<file path="src/hw/dual_lin_pkg.sv">
// shared constants and types for the dual lin mode controller
package dual_lin_pkg;

   // clock and timing
   localparam int CLK_HZ = 25_000_000;
   localparam int MODE_DELAY_NS = 10_000;
   localparam int SETUP_TIME_NS = 8_000;
   localparam int RECOVERY_TIME_NS = 10_000;
   // least times, rounded up to whole cycles
   localparam int MODE_DELAY_CYC =
      (MODE_DELAY_NS * (CLK_HZ / 1_000_000) + 999) / 1000;
   localparam int SETUP_TIME_CYC =
      (SETUP_TIME_NS * (CLK_HZ / 1_000_000) + 999) / 1000;
   localparam int RECOVERY_TIME_CYC =
      (RECOVERY_TIME_NS * (CLK_HZ / 1_000_000) + 999) / 1000;
   localparam int COUNT_W = 12;

   // apb register map, byte addresses
   localparam logic [7:0] CTRL_OFS = 8'h00;
   localparam logic [7:0] STATUS_OFS = 8'h04;
   localparam logic [7:0] IRQ_STATUS_OFS = 8'h08;
   localparam logic [7:0] IRQ_MASK_OFS = 8'h0c;

   // control register fields
   localparam int CTRL_TX_BLOCK_BIT = 0;
   localparam logic CTRL_TX_BLOCK_RST = 1'b0;

   // status register fields
   localparam int STAT_MODE_LSB = 0;
   localparam int STAT_SLOPE_BIT = 2;
   localparam int STAT_RELEASED_BIT = 3;
   localparam int STAT_WAKE_LSB = 4;

   // interrupt bits, same layout in status and mask
   localparam int IRQ_N = 4;
   localparam int IRQ_WAKE_BIT = 0;
   localparam int IRQ_NORMAL_BIT = 1;
   localparam int IRQ_RELEASE_BIT = 2;
   localparam int IRQ_SLEEP_BIT = 3;
   localparam logic [IRQ_N-1:0] IRQ_MASK_RST = 4'h0;

   typedef enum logic [1:0] {
      MODE_SLEEP,
      MODE_STANDBY,
      MODE_ENTER,
      MODE_NORMAL
   } mode_t;

   typedef enum logic [1:0] {
      WAKE_NONE,
      WAKE_LOCAL,
      WAKE_BUS1,
      WAKE_BUS2
   } wake_t;

endpackage : dual_lin_pkg

</file>
<file path="src/hw/dual_lin_mode_control.sv">
// mode, slope and data-path control for a twin lin transceiver
//
// Overview of operation
// - low transmit input drives bus dominant
// - receive output follows bus, low when dominant
// - high transmit releases bus, receive goes high
// - wake-disable input blocks second bus wake
// - three modes, shared by both channels
// - normal offers low slope and normal slope; flash entry is not handled
// - sleep floats inhibit, receive, termination
// - stand-by shows wake source on receive outputs
// - strong pull-down local wake, else weak
// - enable high gives full normal operation
// - output stages recessive during mode change
// - transmit released after both inputs high recovery
// - transmit high at setup selects normal slope
// - transmit low at setup selects low slope
// - mode switches after fixed delay from enable
`timescale 1ns/1ps
module dual_lin_mode_control #(
   parameter int MODE_CYCLES = dual_lin_pkg::MODE_DELAY_CYC,
   parameter int SETUP_CYCLES = dual_lin_pkg::SETUP_TIME_CYC,
   parameter int RECOVERY_CYCLES = dual_lin_pkg::RECOVERY_TIME_CYC
) (
   input wire logic clk,
   input wire logic rst,
   input wire logic [7:0] paddr,
   input wire logic psel,
   input wire logic penable,
   input wire logic pwrite,
   input wire logic [31:0] pwdata,
   output logic [31:0] prdata,
   output logic pready,
   output logic pslverr,
   input wire logic enableIn,
   input wire logic transmit_in_first,
   input wire logic transmit_in_second,
   input wire logic second_bus_wake_disable,
   input wire logic localWake_n,
   input wire logic busLevelFirst,
   input wire logic busLevelSecond,
   output logic busDominantFirst,
   output logic busDominantSecond,
   output logic busTermFirst,
   output logic busTermSecond,
   output logic receive_out_first,
   output logic receive_out_first_oe,
   output logic receive_out_second,
   output logic receive_out_second_oe,
   output logic regulator_inhibit_first,
   output logic regulator_inhibit_first_oe,
   output logic regulator_inhibit_second,
   output logic regulator_inhibit_second_oe,
   output logic txFirstPullStrong,
   output logic txFirstPullWeak,
   output logic slopeLow,
   output logic irq
);

   localparam logic [dual_lin_pkg::COUNT_W-1:0] MODE_LAST =
      dual_lin_pkg::COUNT_W'(MODE_CYCLES - 1);
   localparam logic [dual_lin_pkg::COUNT_W-1:0] SETUP_LAST =
      dual_lin_pkg::COUNT_W'(SETUP_CYCLES - 1);
   localparam logic [dual_lin_pkg::COUNT_W-1:0] REC_LAST =
      dual_lin_pkg::COUNT_W'(RECOVERY_CYCLES - 1);

   ////////////////////////////////////////////////////////////////////////
   // pin synchronisers: en, tx1, tx2, w2o, wake_n, bus1, bus2
   logic [6:0] pinMeta;
   logic [6:0] pinSync;
   logic enSync, tx1Sync, tx2Sync, wakeDisSync, wakeNSync;
   logic bus1Sync, bus2Sync;

   always_ff @(posedge clk or posedge rst)
   begin
      if (rst)
      begin
         pinMeta <= 7'h07;
         pinSync <= 7'h07;
      end
      else
      begin
         pinMeta <= {enableIn, transmit_in_first, transmit_in_second,
                     second_bus_wake_disable, localWake_n,
                     busLevelFirst, busLevelSecond};
         pinSync <= pinMeta;
      end
   end

   assign {enSync, tx1Sync, tx2Sync, wakeDisSync, wakeNSync,
           bus1Sync, bus2Sync} = pinSync;

   ////////////////////////////////////////////////////////////////////////
   // mode machine, one for both channels
   dual_lin_pkg::mode_t mode;
   dual_lin_pkg::wake_t wakeSrc;
   logic [dual_lin_pkg::COUNT_W-1:0] modeCnt;
   logic [dual_lin_pkg::COUNT_W-1:0] recCnt;
   logic released;
   logic wakeNPrev, bus1Low, bus2Low;
   logic localWake, bus1Wake, bus2Wake, anyWake;
   logic txBlock;

   // local wake on falling edge, bus wake on dominant-to-recessive
   assign localWake = wakeNPrev && !wakeNSync;
   assign bus1Wake = bus1Low && bus1Sync;
   assign bus2Wake = bus2Low && bus2Sync && !wakeDisSync;
   assign anyWake = localWake || bus1Wake || bus2Wake;

   always_ff @(posedge clk or posedge rst)
   begin
      if (rst)
      begin
         wakeNPrev <= 1'b1;
         bus1Low <= 1'b0;
         bus2Low <= 1'b0;
      end
      else
      begin
         wakeNPrev <= wakeNSync;
         bus1Low <= (mode == dual_lin_pkg::MODE_SLEEP) && !bus1Sync;
         bus2Low <= (mode == dual_lin_pkg::MODE_SLEEP) && !bus2Sync;
      end
   end

   // reset counts as power-up, so stand-by with no wake source
   always_ff @(posedge clk or posedge rst)
   begin
      if (rst)
      begin
         mode <= dual_lin_pkg::MODE_STANDBY;
         modeCnt <= '0;
      end
      else
      begin
         unique case (mode)
            dual_lin_pkg::MODE_SLEEP, dual_lin_pkg::MODE_STANDBY:
            begin
               modeCnt <= '0;
               if (enSync)
                  mode <= dual_lin_pkg::MODE_ENTER;
               else if (mode == dual_lin_pkg::MODE_SLEEP && anyWake)
                  mode <= dual_lin_pkg::MODE_STANDBY;
            end
            dual_lin_pkg::MODE_ENTER:
            begin
               // still stand-by to the outside until the delay ends
               if (!enSync)
                  mode <= dual_lin_pkg::MODE_SLEEP;
               else if (modeCnt == MODE_LAST)
                  mode <= dual_lin_pkg::MODE_NORMAL;
               modeCnt <= modeCnt + 1'b1;
            end
            dual_lin_pkg::MODE_NORMAL:
            begin
               modeCnt <= '0;
               if (!enSync)
                  mode <= dual_lin_pkg::MODE_SLEEP;
            end
         endcase
      end
   end

   // only the first wake is remembered; cleared on reaching normal
   always_ff @(posedge clk or posedge rst)
   begin
      if (rst)
         wakeSrc <= dual_lin_pkg::WAKE_NONE;
      else if (mode == dual_lin_pkg::MODE_NORMAL)
         wakeSrc <= dual_lin_pkg::WAKE_NONE;
      else if (mode == dual_lin_pkg::MODE_SLEEP && !enSync &&
               wakeSrc == dual_lin_pkg::WAKE_NONE)
      begin
         if (localWake)
            wakeSrc <= dual_lin_pkg::WAKE_LOCAL;
         else if (bus1Wake)
            wakeSrc <= dual_lin_pkg::WAKE_BUS1;
         else if (bus2Wake)
            wakeSrc <= dual_lin_pkg::WAKE_BUS2;
      end
   end

   // slope latched once at the setup point; flash entry is not handled
   always_ff @(posedge clk or posedge rst)
   begin
      if (rst)
         slopeLow <= 1'b0;
      else if (mode == dual_lin_pkg::MODE_ENTER && modeCnt == SETUP_LAST)
         slopeLow <= !tx1Sync;
   end

   // transmit stays blocked until both inputs stay high long enough
   always_ff @(posedge clk or posedge rst)
   begin
      if (rst)
      begin
         released <= 1'b0;
         recCnt <= '0;
      end
      else if (mode != dual_lin_pkg::MODE_NORMAL || !enSync)
      begin
         released <= 1'b0;
         recCnt <= '0;
      end
      else if (!released)
      begin
         if (!(tx1Sync && tx2Sync))
            recCnt <= '0;
         else if (recCnt == REC_LAST)
            released <= 1'b1;
         else
            recCnt <= recCnt + 1'b1;
      end
   end

   ////////////////////////////////////////////////////////////////////////
   // bus drivers and pin outputs
   logic isNormal, isSleep, isStandby;

   assign isNormal = (mode == dual_lin_pkg::MODE_NORMAL);
   assign isSleep = (mode == dual_lin_pkg::MODE_SLEEP);
   // enter looks like stand-by from outside
   assign isStandby = !isNormal && !isSleep;

   always_ff @(posedge clk or posedge rst)
   begin
      if (rst)
      begin
         busDominantFirst <= 1'b0;
         busDominantSecond <= 1'b0;
      end
      else
      begin
         // recessive whenever not released, incl. mode change
         busDominantFirst <= isNormal && enSync && released &&
                             !txBlock && !tx1Sync;
         busDominantSecond <= isNormal && enSync && released &&
                              !txBlock && !tx2Sync;
      end
   end

   always_comb
   begin
      receive_out_first_oe = !isSleep;
      receive_out_second_oe = !isSleep;
      if (isNormal)
      begin
         receive_out_first = bus1Sync;
         receive_out_second = bus2Sync;
      end
      else
      begin
         receive_out_first = (wakeSrc == dual_lin_pkg::WAKE_NONE);
         receive_out_second = (wakeSrc != dual_lin_pkg::WAKE_BUS2);
      end
   end

   assign regulator_inhibit_first = 1'b1;
   assign regulator_inhibit_second = 1'b1;
   assign regulator_inhibit_first_oe = !isSleep;
   assign regulator_inhibit_second_oe = !isSleep;
   assign busTermFirst = !isSleep;
   assign busTermSecond = !isSleep;
   assign txFirstPullStrong = isStandby &&
                              (wakeSrc == dual_lin_pkg::WAKE_LOCAL);
   assign txFirstPullWeak = !txFirstPullStrong;

   ////////////////////////////////////////////////////////////////////////
   // apb slave, zero wait, read data captured in setup phase
   logic [dual_lin_pkg::IRQ_N-1:0] irqStatus, irqMask, irqEvent;
   logic wrAccess;
   logic releasedPrev;
   dual_lin_pkg::mode_t modePrev;

   function automatic logic addrKnown(input logic [7:0] a);
      addrKnown = (a == dual_lin_pkg::CTRL_OFS) ||
                  (a == dual_lin_pkg::STATUS_OFS) ||
                  (a == dual_lin_pkg::IRQ_STATUS_OFS) ||
                  (a == dual_lin_pkg::IRQ_MASK_OFS);
   endfunction : addrKnown

   assign wrAccess = psel && penable && pwrite;
   assign pready = 1'b1;

   always_ff @(posedge clk or posedge rst)
   begin
      if (rst)
      begin
         prdata <= 32'h0000_0000;
         pslverr <= 1'b0;
      end
      else if (psel && !penable)
      begin
         pslverr <= !addrKnown(paddr);
         prdata <= 32'h0000_0000;
         unique case (paddr)
            dual_lin_pkg::CTRL_OFS:
               prdata[dual_lin_pkg::CTRL_TX_BLOCK_BIT] <= txBlock;
            dual_lin_pkg::STATUS_OFS:
            begin
               prdata[dual_lin_pkg::STAT_MODE_LSB +: 2] <= mode;
               prdata[dual_lin_pkg::STAT_SLOPE_BIT] <= slopeLow;
               prdata[dual_lin_pkg::STAT_RELEASED_BIT] <= released;
               prdata[dual_lin_pkg::STAT_WAKE_LSB +: 2] <= wakeSrc;
            end
            dual_lin_pkg::IRQ_STATUS_OFS:
               prdata[dual_lin_pkg::IRQ_N-1:0] <= irqStatus;
            dual_lin_pkg::IRQ_MASK_OFS:
               prdata[dual_lin_pkg::IRQ_N-1:0] <= irqMask;
            default:
               prdata <= 32'h0000_0000;
         endcase
      end
   end

   always_ff @(posedge clk or posedge rst)
   begin
      if (rst)
      begin
         txBlock <= dual_lin_pkg::CTRL_TX_BLOCK_RST;
         irqMask <= dual_lin_pkg::IRQ_MASK_RST;
      end
      else if (wrAccess && paddr == dual_lin_pkg::CTRL_OFS)
         txBlock <= pwdata[dual_lin_pkg::CTRL_TX_BLOCK_BIT];
      else if (wrAccess && paddr == dual_lin_pkg::IRQ_MASK_OFS)
         irqMask <= pwdata[dual_lin_pkg::IRQ_N-1:0];
   end

   ////////////////////////////////////////////////////////////////////////
   // interrupt events; a new event beats a same-cycle clear
   always_ff @(posedge clk or posedge rst)
   begin
      if (rst)
      begin
         modePrev <= dual_lin_pkg::MODE_STANDBY;
         releasedPrev <= 1'b0;
      end
      else
      begin
         modePrev <= mode;
         releasedPrev <= released;
      end
   end

   always_comb
   begin
      irqEvent = '0;
      irqEvent[dual_lin_pkg::IRQ_WAKE_BIT] =
         (modePrev == dual_lin_pkg::MODE_SLEEP) && isStandby &&
         (mode == dual_lin_pkg::MODE_STANDBY);
      irqEvent[dual_lin_pkg::IRQ_NORMAL_BIT] =
         isNormal && (modePrev != dual_lin_pkg::MODE_NORMAL);
      irqEvent[dual_lin_pkg::IRQ_RELEASE_BIT] = released && !releasedPrev;
      irqEvent[dual_lin_pkg::IRQ_SLEEP_BIT] =
         isSleep && (modePrev != dual_lin_pkg::MODE_SLEEP);
   end

   always_ff @(posedge clk or posedge rst)
   begin
      if (rst)
         irqStatus <= '0;
      else if (wrAccess && paddr == dual_lin_pkg::IRQ_STATUS_OFS)
         irqStatus <= (irqStatus & ~pwdata[dual_lin_pkg::IRQ_N-1:0]) |
                      irqEvent;
      else
         irqStatus <= irqStatus | irqEvent;
   end

   assign irq = |(irqStatus & irqMask);
endmodule : dual_lin_mode_control

</file>
<file path="config.mk">
export PLATFORM = sky130hd
export DESIGN_NAME = dual_lin_mode_control
export DESIGN_NICKNAME = d
export VERILOG_FILES = /design/src/hw/dual_lin_pkg.sv /design/src/hw/dual_lin_mode_control.sv
export SDC_FILE = /design/constraint.sdc
export NUM_CORES = 1
export LEC_CHECK = 0
export ABC_AREA = 1
export BUFFER_PORTS_ARGS = -buffer_cell sky130_fd_sc_hd__clkbuf_2
export CELL_PAD_IN_SITES_DETAIL_PLACEMENT = 1
export CELL_PAD_IN_SITES_GLOBAL_PLACEMENT = 1
export CORE_MARGIN = 2
export CORE_UTILIZATION = 34
export DETAILED_ROUTE_END_ITERATION = 8
export MAX_ROUTING_LAYER = met4
export PLACE_DENSITY_LB_ADDON = 0.1
export SYNTH_ARGS = -nofsm -noshare
export SYNTH_HDL_FRONTEND = slang
export SYNTH_SLANG_ARGS = --single-unit
</file>
<file path="constraint.sdc">
create_clock -name clk -period 2.1 [get_ports clk]
set_input_delay 0.42 -clock clk [delete_from_list [all_inputs] [get_ports clk]]
set_output_delay 0.42 -clock clk [all_outputs]
set_load 0.02 [all_outputs]
</file>
==> reports/qor.txt <==
Placer Congestion = 0.775
Fraction of synthesis flops using an asynchronous set or reset pin = 1.00
PnR Total Power = 3.55 mW
Proportion of power drawn by flip-flops and latches = 0.432
Setup violations, final = 0
Antenna cell count = 0
CTS tree = yes
Setup TNS = 0 ns
Reg-to-Reg End = recCnt[1]$_DFFE_PP0P_
Count of maximum capacitance violations = 0
Drt first pass iters = 4
Net switching power = 1.29 mW
Remaining DRCs = 0
Root buffer cell = clkbuf_8
Run status = finished, final reports clean
Number of enable-type register cells in the synthesized netlist = 0
Number of storage elements in the synthesis netlist = 68
Most common flop cell mapped by yosys = dfrtp_1
Total of buffers placed on input and output ports = 44
Post-synthesis cell area = 0.00352 sq mm
Layout-stage area growth over the synthesis result = 13.7%
Clock network latency to the later pin of the worst-skew pair = 0.35 ns
Avg Vias per Cell = 4.54
Cell area power density = 886 mW/mm^2
Worst min-delay path category = input pin to flip-flop
Min-Delay Startpoint = busLevelFirst
Start-to-end type of the worst setup path = flip-flop to output pin
Number of instances in the synthesized netlist = 421
Footprint of the flip-flops and latches = 0.00171 sq mm
Number of clock sinks seen by CTS = 68
Final Cycle Share = 0.955
Maximum level of the CTS H-tree = 3
Mean Syn Cell Area = 8.36 sq um
End point of the most critical hold path = pinMeta[1]$_DFF_PP1_
Slack of the worst reg-to-reg path = 0.38 ns
Number of placement rows = 37
Effective utilization at floorplan = 0.346
HPWL after detailed placement = 5.75 mm
Share of the synthesized area in the top cell type = 0.419
Max-slew violation count = 0
P_int = 2.25 mW
Final min period = 2.01 ns
Placeable core area = 0.0102 sq mm
Arrival time of the worst setup path = 1.59 ns
Share of power burned in the clock network = 0.275
Count of non-filler cells in the finished layout = 616
Antenna violation net count after detailed routing = 0
Global-route wire length before repair = 13.3 mm
Highest-delay cell along the critical path = dfstp_2
Yosys cell types = 29
Cells after DPL = 597
Share of the core filled with cells in the final layout = 0.393
Count of endpoints failing hold in the final timing report = 0
Area used by multi-input combinational logic = 0.00147 sq mm
Antenna violations before repair = 0
Maximum number of pins on one net before global-route repair = 36
Most frequently used cell type in the post-synthesis netlist = nand2_1
Total die area = 0.0112 sq mm
Worst-path clk slew = 0.08 ns
Leakage power total = 2.00 nW
Startpoint of the worst register-to-register path = mode[0]$_DFFE_PP1P_
CP endpoint kind = output pin
Net switching fraction of the power = 0.365
Proportion of power drawn by combinational gates = 0.293
Overall routing resource usage = 0.155
Average detailed-routed wire length per instance = 12.6 um
Number of global-route vias before repair = 2864
Total number of yosys warnings = 0
Unrepaired setup endpoints after global routing = no
Iter 0 DRT Violations = 82
Delay contributed by the slowest stage of the critical path = 0.57 ns
Chain of cells forming the critical path = ha_2, buf_4, nand2_1, o21ai_0, buf_2
Clk buf depth = 2
FF-to-FF path depth = 8
Critical path fanouts, max = 5
Overall die height = 106 um
Count of buffer and inverter cells on the critical path = 2
Hold-fix buffer count after cts = 0
Final-stage net count = 535
CP delay by family, top = flip-flops
Worst hold slack = 0.142 ns
Global route overflow = 0
Dominant cells by area after synthesis = dfrtp_1, nand2_1, buf_4, dfstp_2, nor2_1
Setup skew after layout = 0.0116 ns
FMAX = 499 MHz
Number of filler cells placed in the layout = 1251
CP Data Required Time = 1.68 ns
Proportion of synthesized chip area in sequential cells = 0.487
Worst hold path depth = 1
Count of pins on the block boundary = 102
Number of buffers added by the clock tree synthesis step = 9
Die X-Extent = 106 um
Area leader, netlist = dfrtp_1
Most used standard cells in the synthesized netlist = nand2_1, dfrtp_1, nor2_1
Total length of routed wires = 7.76 mm
Startpoint type of the worst setup path = flip-flop
Share of layout cells above drive strength 1 = 0.210
Vias after detailed routing = 2797
Worst vdd rail ir drop = 431 uV
## power by group through the flow
stage	sequential (mW)	clock (mW)	combinational (mW)
floorplan	1.53	0	0.762
global placement	1.55	0	0.934
detailed placement	1.56	0	0.953
CTS	1.53	1.03	0.993
global route	1.55	1.09	1.18
finish	1.53	0.977	1.04
## per-stage QoR
step                      setup slack (ns)  cell area (sq um)
final                               0.0942               4000
after CTS                          0.00444               3970
after global placement               0.339               3780
after global routing               0.00995               4000
after floorplan                      0.274               3620
after detailed placement             0.313               3780
## sequential cells by signal, indices dropped and copies added (netlist names), 4 cells and up
name,cells
irqMask,4
pinMeta,7
modeCnt,12
recCnt,12
irqStatus,4
pinSync,7
prdata,6
## repair_timing
item	CTS	global route
setup buffers	2	1
setup endpoints to repair	9	10
gates resized for setup	3	6
endpoints found under the hold margin	0	0
## layout by cell type, fill, tap and decap left out, drive strengths merged
master / count
nand3b: 1
o31ai: 2
inv: 44
clkbuf: 52
xnor2: 1
buf: 12
nand3: 32
clkinv: 5
a211oi: 1
dfrtp: 59
nor3b: 1
nor3: 5
dfstp: 9
or2: 2
conb: 29
o21ai: 29
nand4: 10
nor2: 54
clkinvlp: 2
a21oi: 9
nand2: 102
a31oi: 4
ha: 8
and3: 2
xor2: 5
## worst max path at each step
stage	start	to	slack [ns]	cells past startpoint
after floorplan	mode[0]$_DFFE_PP1P_	receive_out_second	0.27	3
after global placement	mode[0]$_DFFE_PP1P_	receive_out_second_oe	0.34	4
after detailed placement	mode[0]$_DFFE_PP1P_	receive_out_first_oe	0.31	4
after CTS	mode[0]$_DFFE_PP1P_	txFirstPullStrong	0.004	5
after global routing	mode[0]$_DFFE_PP1P_	receive_out_first	0.01	5
final	mode[0]$_DFFE_PP1P_	receive_out_first	0.09	5
## final cells by class
cell class,count,share of cell area
Multi-Input combinational cell,297,0.367
Tap cell,136,0.0425
Inverter,45,0.0432
Clock buffer,10,0.0344
Timing Repair Buffer,54,0.0744
Clock inverter,6,0.0100
Sequential cell,68,0.428
## layer usage
layer / vias to the layer above / global-route usage / share of wire
met5: - / - / 0
met4: 0 / 0.0620 / 0.020
met3: 14 / 0.0390 / 0.039
met2: 53 / 0.252 / 0.47
met1: 1339 / 0.186 / 0.47
li1: 1391 / - / -
## kinds of logic after synthesis
family,share of synthesized area
AND/OR/NAND/NOR,0.263
buffers and inverters,0.130
flip-flops,0.487
AO/OA/AOI/OAI,0.0739
adder cells (fa/ha/maj),0.0284
XOR/XNOR,0.0149
other,0.00213
## worst reg2reg max path, stage by stage, from the launching register on
cell	delay, ns
dfstp_2	0.57
ha_2	0.21
buf_4	0.15
nand2_4	0.08
nor2_8	0.17
nand3_2	0.13
nand2_4	0.18
nand2_1	0.08
o21ai_0	0.08
No activity file was read; power rests on OpenSTA's default activity.
